--- src/hdl/cprc_regs.svh ---
`ifndef CPRC_REGS_SVH
`define CPRC_REGS_SVH

// Reset generator low period, in microseconds, and its length in oscillator periods
// Each clock edge stands for one 6 MHz oscillator period of the device
`define CPRC_RST_LOW_US 5600
`define CPRC_CLK_MHZ 6
`define CPRC_RST_LOW_CYCLES (`CPRC_RST_LOW_US * `CPRC_CLK_MHZ)
`define CPRC_CNT_W 20
// Oscillator output divider: toggles every this many cycles
`define CPRC_OSC_HALF 9'd1
`define CPRC_OSC_W 9

`endif
--- src/hdl/cprc_pkg.sv ---
package cprc_pkg;

    typedef enum logic [2:0] {
        ST_HOLD = 3'b001,
        ST_RUN = 3'b010,
        ST_SUSP = 3'b100
    } cprc_state_type;

endpackage : cprc_pkg

--- src/hdl/cprc_pin_if.sv ---
`timescale 1ns/1ns

interface cprc_pin_if;
    logic in_reset;
    logic sel_val;
    logic clk_val;
    logic dat_val;
    logic dat_drive;

    modport ctrl (output in_reset, output sel_val, output clk_val, output dat_val,
        output dat_drive);
    modport pins (input in_reset, input sel_val, input clk_val, input dat_val,
        input dat_drive);
endinterface : cprc_pin_if

--- src/hdl/cprc_common_pins.sv ---
`timescale 1ns/1ns
`include "cprc_regs.svh"

// How it works
// Reset output stays low 5.6 ms after supply and clock are good, then rises.
// External reset input low forces the reset output low.
// A USB bus reset never touches the reset output.
// External party may reset device through its reset input; tie high if unused.
// EEPROM chip select floats during reset.
// EEPROM clock floats during reset, driven otherwise.
// One shared EEPROM data pin, floating in reset; board adds series resistor.
// Floating EEPROM pins and reset input get weak pull-ups during reset.
// Power enable goes low once configured, high during suspend.
// Board enables interface pull-down option when power enable switches logic.
// Oscillator output stops toggling during suspend.
// Test input must be held low for normal operation.
// Device clock comes from a 6 MHz crystal or equivalent source.
// Low period counted on internal clock; release synchronous to that clock.
module cprc_common_pins (
    // Clock and reset
    input wire logic SYS_CLK_I,
    input wire logic RESET_N_I,
    input wire logic CLK_EN_I,
    // Supply and external reset
    input wire logic SUPPLY_OK_I,
    input wire logic EXT_RESET_N_I,
    input wire logic TEST_MODE_I,
    // USB state
    input wire logic USB_BUS_RESET_I,
    input wire logic USB_CONFIGURED_I,
    input wire logic USB_SUSPEND_I,
    // EEPROM engine side
    input wire logic EE_SEL_I,
    input wire logic EE_CLK_I,
    input wire logic EE_DATA_I,
    input wire logic EE_DATA_DRIVE_I,
    // EEPROM pads
    output logic EEPROM_SELECT_O,
    output logic EEPROM_SELECT_OE_O,
    output logic EEPROM_CLK_O,
    output logic EEPROM_CLK_OE_O,
    output logic EEPROM_DATA_O,
    output logic EEPROM_DATA_OE_O,
    input wire logic EEPROM_DATA_I,
    output logic PULLUP_EN_O,
    // Outputs
    output logic EE_DATA_IN_O,
    output logic RESET_GEN_OUT_N_O,
    output logic DEVICE_RESET_O,
    output logic POWER_SWITCH_EN_N_O,
    output logic OSC_DRIVE_OUT_O
);

    ////////////////////////////////////////////////////////////////////////////
    cprc_pkg::cprc_state_type state_reg;
    cprc_pkg::cprc_state_type state_next;
    logic [`CPRC_CNT_W-1:0] count_reg;
    logic [`CPRC_OSC_W-1:0] osc_cnt_reg;
    logic rst_out_n_reg;
    logic pwr_n_reg;
    logic osc_reg;
    logic ee_in_reg;
    logic timer_done;
    logic in_reset;

    cprc_pin_if pin_bus ();

    // The USB bus reset input is deliberately left out of every term below
    assign timer_done = (count_reg == `CPRC_CNT_W'(`CPRC_RST_LOW_CYCLES - 1));
    assign in_reset = !rst_out_n_reg;

    ////////////////////////////////////////////////////////////////////////////
    // Reset generator timer, restarted by bad supply or external reset
    always_ff @(posedge SYS_CLK_I) begin
        if (!RESET_N_I) begin
            count_reg <= '0;
        end else if (CLK_EN_I) begin
            if (!SUPPLY_OK_I || !EXT_RESET_N_I) begin
                count_reg <= '0;
            end else if (!timer_done) begin
                count_reg <= count_reg + `CPRC_CNT_W'(1);
            end
        end
    end

    always_ff @(posedge SYS_CLK_I) begin
        if (!RESET_N_I) begin
            rst_out_n_reg <= 1'b0;
        end else if (CLK_EN_I) begin
            if (!SUPPLY_OK_I || !EXT_RESET_N_I) begin
                rst_out_n_reg <= 1'b0;
            end else if (timer_done) begin
                rst_out_n_reg <= 1'b1;
            end
        end
    end

    ////////////////////////////////////////////////////////////////////////////
    // Power state
    always_comb begin
        state_next = state_reg;
        case (state_reg)
            cprc_pkg::ST_HOLD: begin
                if (USB_CONFIGURED_I && !in_reset) begin
                    state_next = USB_SUSPEND_I ? cprc_pkg::ST_SUSP : cprc_pkg::ST_RUN;
                end
            end
            cprc_pkg::ST_RUN: begin
                if (!USB_CONFIGURED_I) begin
                    state_next = cprc_pkg::ST_HOLD;
                end else if (USB_SUSPEND_I) begin
                    state_next = cprc_pkg::ST_SUSP;
                end
            end
            cprc_pkg::ST_SUSP: begin
                if (!USB_SUSPEND_I) begin
                    state_next = USB_CONFIGURED_I ? cprc_pkg::ST_RUN : cprc_pkg::ST_HOLD;
                end
            end
            default: begin
                state_next = cprc_pkg::ST_HOLD;
            end
        endcase
    end

    always_ff @(posedge SYS_CLK_I) begin
        if (!RESET_N_I) begin
            state_reg <= cprc_pkg::ST_HOLD;
        end else if (CLK_EN_I) begin
            state_reg <= in_reset ? cprc_pkg::ST_HOLD : state_next;
        end
    end

    always_ff @(posedge SYS_CLK_I) begin
        if (!RESET_N_I) begin
            pwr_n_reg <= 1'b1;
        end else if (CLK_EN_I) begin
            pwr_n_reg <= !(state_next == cprc_pkg::ST_RUN) || in_reset;
        end
    end

    ////////////////////////////////////////////////////////////////////////////
    // Oscillator output, held low while suspended
    always_ff @(posedge SYS_CLK_I) begin
        if (!RESET_N_I) begin
            osc_cnt_reg <= '0;
            osc_reg <= 1'b0;
        end else if (CLK_EN_I) begin
            if (USB_SUSPEND_I) begin
                osc_cnt_reg <= '0;
                osc_reg <= 1'b0;
            end else if (osc_cnt_reg == `CPRC_OSC_HALF - 9'd1) begin
                osc_cnt_reg <= '0;
                osc_reg <= !osc_reg;
            end else begin
                osc_cnt_reg <= osc_cnt_reg + 9'd1;
            end
        end
    end

    ////////////////////////////////////////////////////////////////////////////
    // EEPROM pads
    always_ff @(posedge SYS_CLK_I) begin
        if (!RESET_N_I) begin
            ee_in_reg <= 1'b1;
        end else if (CLK_EN_I) begin
            ee_in_reg <= EEPROM_DATA_I;
        end
    end

    assign pin_bus.in_reset = in_reset;
    assign pin_bus.sel_val = EE_SEL_I;
    assign pin_bus.clk_val = EE_CLK_I;
    assign pin_bus.dat_val = EE_DATA_I;
    assign pin_bus.dat_drive = EE_DATA_DRIVE_I;

    cprc_eeprom_pins u_pins (
        .clk_i(SYS_CLK_I),
        .reset_n_i(RESET_N_I),
        .ce_i(CLK_EN_I),
        .pin(pin_bus.pins),
        .sel_o(EEPROM_SELECT_O),
        .sel_oe_o(EEPROM_SELECT_OE_O),
        .sclk_o(EEPROM_CLK_O),
        .sclk_oe_o(EEPROM_CLK_OE_O),
        .data_o(EEPROM_DATA_O),
        .data_oe_o(EEPROM_DATA_OE_O),
        .pullup_en_o(PULLUP_EN_O)
    );

    assign EE_DATA_IN_O = ee_in_reg;
    assign RESET_GEN_OUT_N_O = rst_out_n_reg;
    assign DEVICE_RESET_O = in_reset;
    assign POWER_SWITCH_EN_N_O = pwr_n_reg;
    assign OSC_DRIVE_OUT_O = osc_reg;

endmodule : cprc_common_pins

--- src/hdl/cprc_eeprom_pins.sv ---
`timescale 1ns/1ns

module cprc_eeprom_pins (
    // Clock
    input wire logic clk_i,
    input wire logic reset_n_i,
    input wire logic ce_i,
    // Control
    cprc_pin_if.pins pin,
    // Pads
    output logic sel_o,
    output logic sel_oe_o,
    output logic sclk_o,
    output logic sclk_oe_o,
    output logic data_o,
    output logic data_oe_o,
    output logic pullup_en_o
);

    always_ff @(posedge clk_i) begin
        if (!reset_n_i) begin
            sel_o <= 1'b0;
            sclk_o <= 1'b0;
            data_o <= 1'b0;
        end else if (ce_i) begin
            sel_o <= pin.sel_val;
            sclk_o <= pin.clk_val;
            data_o <= pin.dat_val;
        end
    end

    // Pads float during reset, with weak pull-ups in their place
    always_comb begin
        sel_oe_o = !pin.in_reset;
        sclk_oe_o = !pin.in_reset;
        data_oe_o = !pin.in_reset && pin.dat_drive;
        pullup_en_o = pin.in_reset;
    end

endmodule : cprc_eeprom_pins

--- config.mk ---
export PLATFORM = sky130hd
export DESIGN_NAME = cprc_common_pins
export DESIGN_NICKNAME = d
export VERILOG_FILES = /design/src/hdl/cprc_pkg.sv /design/src/hdl/cprc_pin_if.sv /design/src/hdl/cprc_common_pins.sv /design/src/hdl/cprc_eeprom_pins.sv
export VERILOG_INCLUDE_DIRS = /design/src /design/src/hdl
export SDC_FILE = /design/constraint.sdc
export NUM_CORES = 1
export LEC_CHECK = 0
export BUFFER_PORTS_ARGS = -buffer_cell sky130_fd_sc_hd__buf_2
export CORE_MARGIN = 2
export CORE_UTILIZATION = 30
export CTS_CLUSTER_SIZE = 40
export DETAILED_ROUTE_END_ITERATION = 10
export GPL_ROUTABILITY_DRIVEN = 0
export PLACE_DENSITY = 0.51
export SETUP_SLACK_MARGIN = 0.4
export SLEW_MARGIN = 40
export SYNTH_ARGS = -nofsm -noshare
export SYNTH_HDL_FRONTEND = slang
export SYNTH_SLANG_ARGS = --single-unit
--- constraint.sdc ---
create_clock -name SYS_CLK_I -period 2.65 [get_ports SYS_CLK_I]
set_clock_uncertainty 0.1 [all_clocks]
set_input_delay 0.1325 -clock SYS_CLK_I [delete_from_list [all_inputs] [get_ports SYS_CLK_I]]
set_output_delay 0.1325 -clock SYS_CLK_I [all_outputs]
set_load 0.05 [all_outputs]
==> run_results.csv, run 1 <==
group,metric,value,unit
outcome,status,"finished, final reports clean",
pwr,p_comb_share,6.8,%
grt,grt_max_degree,25,
sta,tightest_slew,493,ps
drt,dr.pass1.iters,4,
sta,setup_violations,0,
cts,clk_pin_slew,80,ps
finish,area_growth,16.3,%
worst_setup_path,startpoint_type,"register",
drt,drt-wirelength-per-cell,11.4,um
floorplan,initial_core_util,31.4,%
cts,cts_buffers,5,
yosys,synth.area.top_cells,"dfxtp_1 (42%), xor2_1 (7.0%), nor2_1 (5.8%)",
yosys,ys_ff_latch,39,
worst_setup_path,r2r.worst_path.cells,7,
place,dp_slack,447,ps
sta,rsz0062_at_grt,"no",
grt,grt_pass1_wl,6570,um
worst_setup_path,cp_data_required_time,2720,ps
cts,cts_buffer_depth,2,
cts,cts_tree,"built",
drt,drt_iter0_drc,64,
finish,drive_gt1_share,16.9,%
yosys,synth_cell_type_count,41,
worst_setup_path,path_max_fanout,13,
floorplan,io_pins,26,
drt,drc,0,
place,io_buffers,23,
floorplan,num_rows,28,
min_path,min_path_type,"in -> reg",
grt,grt_pass1_vias,1456,
floorplan,die_w,82.9,um
sta,finalHoldViolCount,0,
sta,fin_ws,749,ps
grt,overflow,0,
yosys,synthesis.area,1870,um^2
yosys,synth_fp_nets,234,
pwr,vdd_drop_max,0.309,mV
drt,num_vias,1523,
sta,tns,0,ps
grt,antenna_found_initial,0,
pwr,intPower,0.901,mW
finish,final_nets,259,
sta,finalCritPeriodShare,71.7,%
sta,drv_slew,0,
floorplan,die_h,82.9,um
cts,cts_root_buffer,"clkbuf_8",
place,hpwlAfterDp,2530,um
worst_setup_path,rrSetupSlack,750,ps
pwr,p_leak,0.787,nW
cts,cts_num_sinks,39,
drt,routed_wl,3640,um
cts,ctsResizeCount,0,
yosys,ys_seq_area_share,41.8,%
yosys,yosysTopAreaCellShare,41.8,%
yosys,netlist_instances,217,
worst_setup_path,worstSetupEndpointType,"register",
worst_setup_path,criticalPathCategory,"reg -> reg",
pwr,power.density,539,nW/um^2
floorplan,fp.coreArea,5960,um^2
drt,ant_nets,0,
yosys,syn_avg_cell_area,8.61,um^2
finish,num_antenna_cells,0,
finish,largest_register_ffs,20,
drt,viasPerCell,4.79,
grt,grt.total_usage,11.3,%
cts,worstSkewPairLatency,290,ps
floorplan,die_area,6880,um^2
cts,h-tree-depth,2,
sta,relSlewSlack,66.8,%
pwr,p_clk_share,42.3,%
pwr,p_sw,0.272,mW
finish,num-fill-cells,639,
sta,max_freq,526,MHz
min_path,whs_path_depth,3,
worst_setup_path,arrival,1970,ps
sta,fin_crit,1900,ps
pwr,seq_power_share,50.9,%
flow_run,drv_cap,0,
yosys,synth_top_area_cell,"dfxtp_1",
yosys,synth-warning-count,0,
pwr,swShare,23.2,%
## what timing repair did
action                                  CTS  global route
hold buffers                              3             0
hold endpoints to repair                  3             0
setup buffers                             0             1
endpoints found under the setup margin    0             8
## power groups by stage
| stage | registers [mW] | clock network (mW) | logic, mW |
|---|---|---|---|
| after floorplan | 0.626 | 0 | 0.0386 |
| after global placement | 0.611 | 0 | 0.0760 |
| after detailed placement | 0.610 | 0 | 0.0766 |
| after CTS | 0.597 | 0.518 | 0.0800 |
| after global routing | 0.598 | 0.532 | 0.0890 |
| final | 0.597 | 0.496 | 0.0798 |
## synth_stat cells, drive strengths merged
| master | instances |
|---|---|
| nand2 | 19 |
| buf | 7 |
| and2 | 2 |
| and4 | 2 |
| dfxtp | 39 |
| a21oi | 8 |
| a21boi | 2 |
| ha | 3 |
| o21ai | 11 |
| or2 | 2 |
| nor3 | 5 |
| or3 | 6 |
| and3 | 3 |
| clkbuf | 2 |
| nor4 | 2 |
| o31ai | 1 |
| nand2b | 5 |
| o22ai | 2 |
| xnor2 | 5 |
| inv | 4 |
| xor2 | 15 |
| nand3 | 12 |
| a22oi | 1 |
| or3b | 1 |
| o41ai | 1 |
| or4 | 1 |
| nand4 | 11 |
| nor4b | 2 |
| a21bo | 1 |
| nor2 | 29 |
| and4b | 1 |
| nor2b | 6 |
| mux2i | 6 |
## final timing paths
path                                  start                    endpoint
setup / recovery  count_reg[0]$_SDFFE_PN0P_   count_reg[5]$_SDFFE_PN0P_
hold / removal                     EE_CLK_I  u_pins.sclk_o$_SDFFE_PN0P_
setup reg to reg  count_reg[0]$_SDFFE_PN0P_   count_reg[5]$_SDFFE_PN0P_
hold reg to reg   EE_DATA_IN_O$_SDFFE_PN1P_   EE_DATA_IN_O$_SDFFE_PN1P_
## metrics by stage
step	area [um^2]	hold slack [ps]	utilization [%]	total power [mW]	instances
after detailed placement	2020	258	34.0	0.687	306
after global routing	2170	55.3	36.5	1.22	318
after floorplan	1870	161	-	0.665	217
after global placement	2020	250	34.0	0.687	306
after CTS	2170	21.8	36.4	1.19	317
final	2170	22.8	36.5	1.17	318
## final cells by class
class / count / area (um^2) / share of cell area, %
Multi-Input combinational cell: 165 / 1020 / 46.9
Sequential cell: 39 / 781 / 35.9
Timing Repair Buffer: 27 / 153 / 7.02
Tap cell: 75 / 93.8 / 4.32
Clock buffer: 5 / 68.8 / 3.16
Clock inverter: 3 / 43.8 / 2.01
Inverter: 4 / 15.0 / 0.690
## worst max-delay path, cell delays in order, from the launching register on
cell and delay, ps:
dfxtp_1 400, ha_1 240, nand3_2 140, or2_4 280
o41ai_4 220, buf_4 230, or3_1 120, a21oi_1 50
## routing by layer
layer	part of all wire, %	up-vias	track usage [%]
met2	44	21	17.6
met3	3.0	6	2.98
met1	51	695	15.0
met5	0	-	0
met4	1.5	0	4.02
li1	-	801	-
## layout by cell type, fill, tap and decap left out, drive strengths merged, types with 2 or more instances in the layout
master and n:
or2 2, nand4 11, nor2b 6, dlygate4sd3 3, dfxtp 39, and4 2
nor4b 2, clkbuf 5, nor2 29, mux2i 6, xnor2 5, buf 24
ha 3, and3 3, a21oi 8, or3 6, a21boi 2, nand2 19
o21ai 11, nand2b 5, xor2 15, nor3 5, inv 4, nor4 2
and2 2, clkinv 2, o22ai 2, nand3 12
## cell families (layout without fill, tap and decap cells)
family	count (synthesis)	after routing	synth area share, %
adders and majority gates	3	3	2.01
xor gates and xnor gates	20	20	9.37
and+or+nand+nor	109	109	30.6
buffers and inverters	13	39	3.68
muxes	6	6	3.21
AOI/OAI and AO/OA	27	27	9.37
DFF	39	39	41.8
Power figures use the tool's default switching activity.
==> run 2, diff against run 1 <==
Settings changed: PLACE_DENSITY 0.51 to 0.53.
Clock period 2.65 ns to 1.65 ns, I/O delays scaled along.
==> run 2 against run 1 <==
The run now ends with setup timing left. Final area rose by 20%. Core utilization rose by 7.5 points. First-iteration DRC count fell by 39%. Sequential power rose by 59%. Non-clock buffer count rose by 34. Power rose by 55%. Fmax rose by 12%. Sequential share of layout area fell by 4.9 points. Critical endpoint is now count_reg[0]$_SDFFE_PN0P_. Largest power group unchanged.
==> run_results.csv, run 2 (synthesis gave the netlist of run 1 again) <==
group,metric,value,unit
place,io_buffers,23,
pwr,vdd_drop_max,0.479,mV
sta,tns,-274,ps
worst_setup_path,cp_data_required_time,1770,ps
sta,finalCritPeriodShare,103,%
grt,grt.total_usage,12.3,%
cts,cts_num_sinks,39,
worst_setup_path,reg2reg_from,"count_reg[17]$_SDFFE_PN0P_",
sta,rsz0062_at_grt,"yes",
grt,grt_max_degree,20,
flow_run,drv_cap,0,
worst_setup_path,crit_start,"count_reg[17]$_SDFFE_PN0P_",
drt,drt-wirelength-per-cell,11.4,um
cts,cts_root_buffer,"clkbuf_8",
outcome,status,"complete, but fails checks",
drt,dr.pass1.iters,4,
worst_setup_path,cpLargestDelayFamily,"simple AND/OR/NAND/NOR gates",
finish,final_cell_mix,"nor2_1 (27), buf_4 (27), dfxtp_1 (23), buf_2 (22), nand2_1 (17)",
worst_setup_path,slowest_delay,360,ps
worst_setup_path,crit_buf_inv,2,
cts,h-tree-depth,2,
floorplan,die_h,82.9,um
sta,finalHoldViolCount,0,
pwr,swShare,23.5,%
outcome,violations,"setup timing",
cts,cts_buffers,5,
finish,num-fill-cells,617,
cts,cts_tree,"built",
worst_setup_path,arrival,1820,ps
place,place_inst,334,
pwr,p_comb_share,8.5,%
pwr,intPower,1.39,mW
sta,fin_crit,1700,ps
drt,num_vias,1671,
floorplan,initial_core_util,31.4,%
grt,grt_pass1_wl,7050,um
floorplan,fp.coreArea,5960,um^2
worst_setup_path,crit_slowest_cell,"o41ai_4",
sta,drv_slew,0,
worst_setup_path,worstSetupEndpointType,"register",
place,dp_slack,-44.7,ps
drt,drc,0,
floorplan,io_pins,26,
sta,tightest_slew,391,ps
floorplan,num_rows,28,
drt,routed_wl,4010,um
cts,worstSkewPairLatency,290,ps
pwr,seq_power_share,52.3,%
finish,drive_gt1_share,39.0,%
drt,drt_iter0_drc,39,
worst_setup_path,startpoint_type,"register",
grt,antenna_found_initial,0,
cts,cts_buffer_depth,2,
min_path,min_path_type,"in -> reg",
worst_setup_path,path_cells,"nor4b_2 -> nand2_1 -> o41ai_4 -> buf_4 -> buf_4 -> nand3_2 -> o21ai_1",
finish,num_antenna_cells,0,
min_path,hp-start,"RESET_N_I",
drt,viasPerCell,4.75,
pwr,p_clk_share,39.2,%
pwr,p_sw,0.427,mW
cts,clk_pin_slew,80,ps
pwr,power.density,692,nW/um^2
sta,fin_ws,-54.6,ps
worst_setup_path,path_max_fanout,6,
finish,largest_register_ffs,20,
finish,final_cells,352,
floorplan,die_w,82.9,um
worst_setup_path,criticalPathCategory,"reg -> reg",
finish,area_growth,40.2,%
pwr,p_leak,1.01,nW
grt,grt_pass1_vias,1569,
drt,ant_nets,0,
finish,final_nets,293,
place,hpwlAfterDp,2810,um
floorplan,die_area,6880,um^2
sta,setup_violations,7,
sta,relSlewSlack,73.9,%
sta,max_freq,587,MHz
grt,overflow,0,
worst_setup_path,path_common_cell,"buf_4",
[run 2: cell types whose count changed in the layout (fill, tap and decap cells not counted), sizes merged]
cell,before,now
bufinv,1,0
clkbuf,5,8
buf,24,56
clkinv,2,0
dlygate4sd3,3,5
inv,4,3
clkinvlp,0,1
[run 2: stage by stage]
| stage | util [%] | cell area (um^2) | hold slack [ps] | total power [mW] |
|---|---|---|---|---|
| after global placement | 38.6 | 2300 | 199 | 1.11 |
| after detailed placement | 38.6 | 2300 | 211 | 1.11 |
| after global routing | 44.0 | 2620 | 3.63 | 1.90 |
| after floorplan | - | 1940 | 111 | 1.06 |
| final | 44.0 | 2620 | 12.3 | 1.81 |
| after CTS | 43.3 | 2580 | 11.1 | 1.84 |
[run 2: final timing paths]
kind                               end  cells past startpoint  slack [ps]
max reg2reg  count_reg[0]$_SDFFE_PN0P_                      7         -50
min reg2reg  EE_DATA_IN_O$_SDFFE_PN1P_                      2         380
max          count_reg[0]$_SDFFE_PN0P_                      7         -50
min          state_reg[1]$_SDFFE_PN0P_                      2          10
[run 2: repair_timing]
action,in CTS,in global routing
hold buffers,5,0
gates resized for setup,30,10
endpoints found under the hold margin,5,0
endpoints found under the setup margin,32,35
pin swaps,8,11
buffers inserted,3,2
[run 2: power groups by stage]
| stage | sequential, mW | clock (mW) | combinational [mW] |
|---|---|---|---|
| after floorplan | 1.00 | 0 | 0.0622 |
| after global placement | 0.973 | 0 | 0.139 |
| after detailed placement | 0.973 | 0 | 0.140 |
| after CTS | 0.949 | 0.738 | 0.153 |
| after global routing | 0.950 | 0.785 | 0.169 |
| final | 0.949 | 0.710 | 0.154 |
[run 2: per-layer routing]
metal	part of all wire, %	wire (um)	vias to the layer above	track usage (%)
li1	-	-	876	-
met1	50	2000	768	15.7
met2	46	1830	22	19.5
met3	3.2	127	5	3.38
met4	1.5	60	0	5.37
met5	0	0	-	0
[run 2: layout make-up]
type	instances	area (um^2)	share of cell area (%)
Tap cell	75	93.8	3.58
Inverter	4	18.8	0.716
Timing Repair Buffer	61	442	16.9
Sequential cell	39	813	31.0
Multi-Input combinational cell	165	1150	44.0
Clock buffer	8	100	3.82
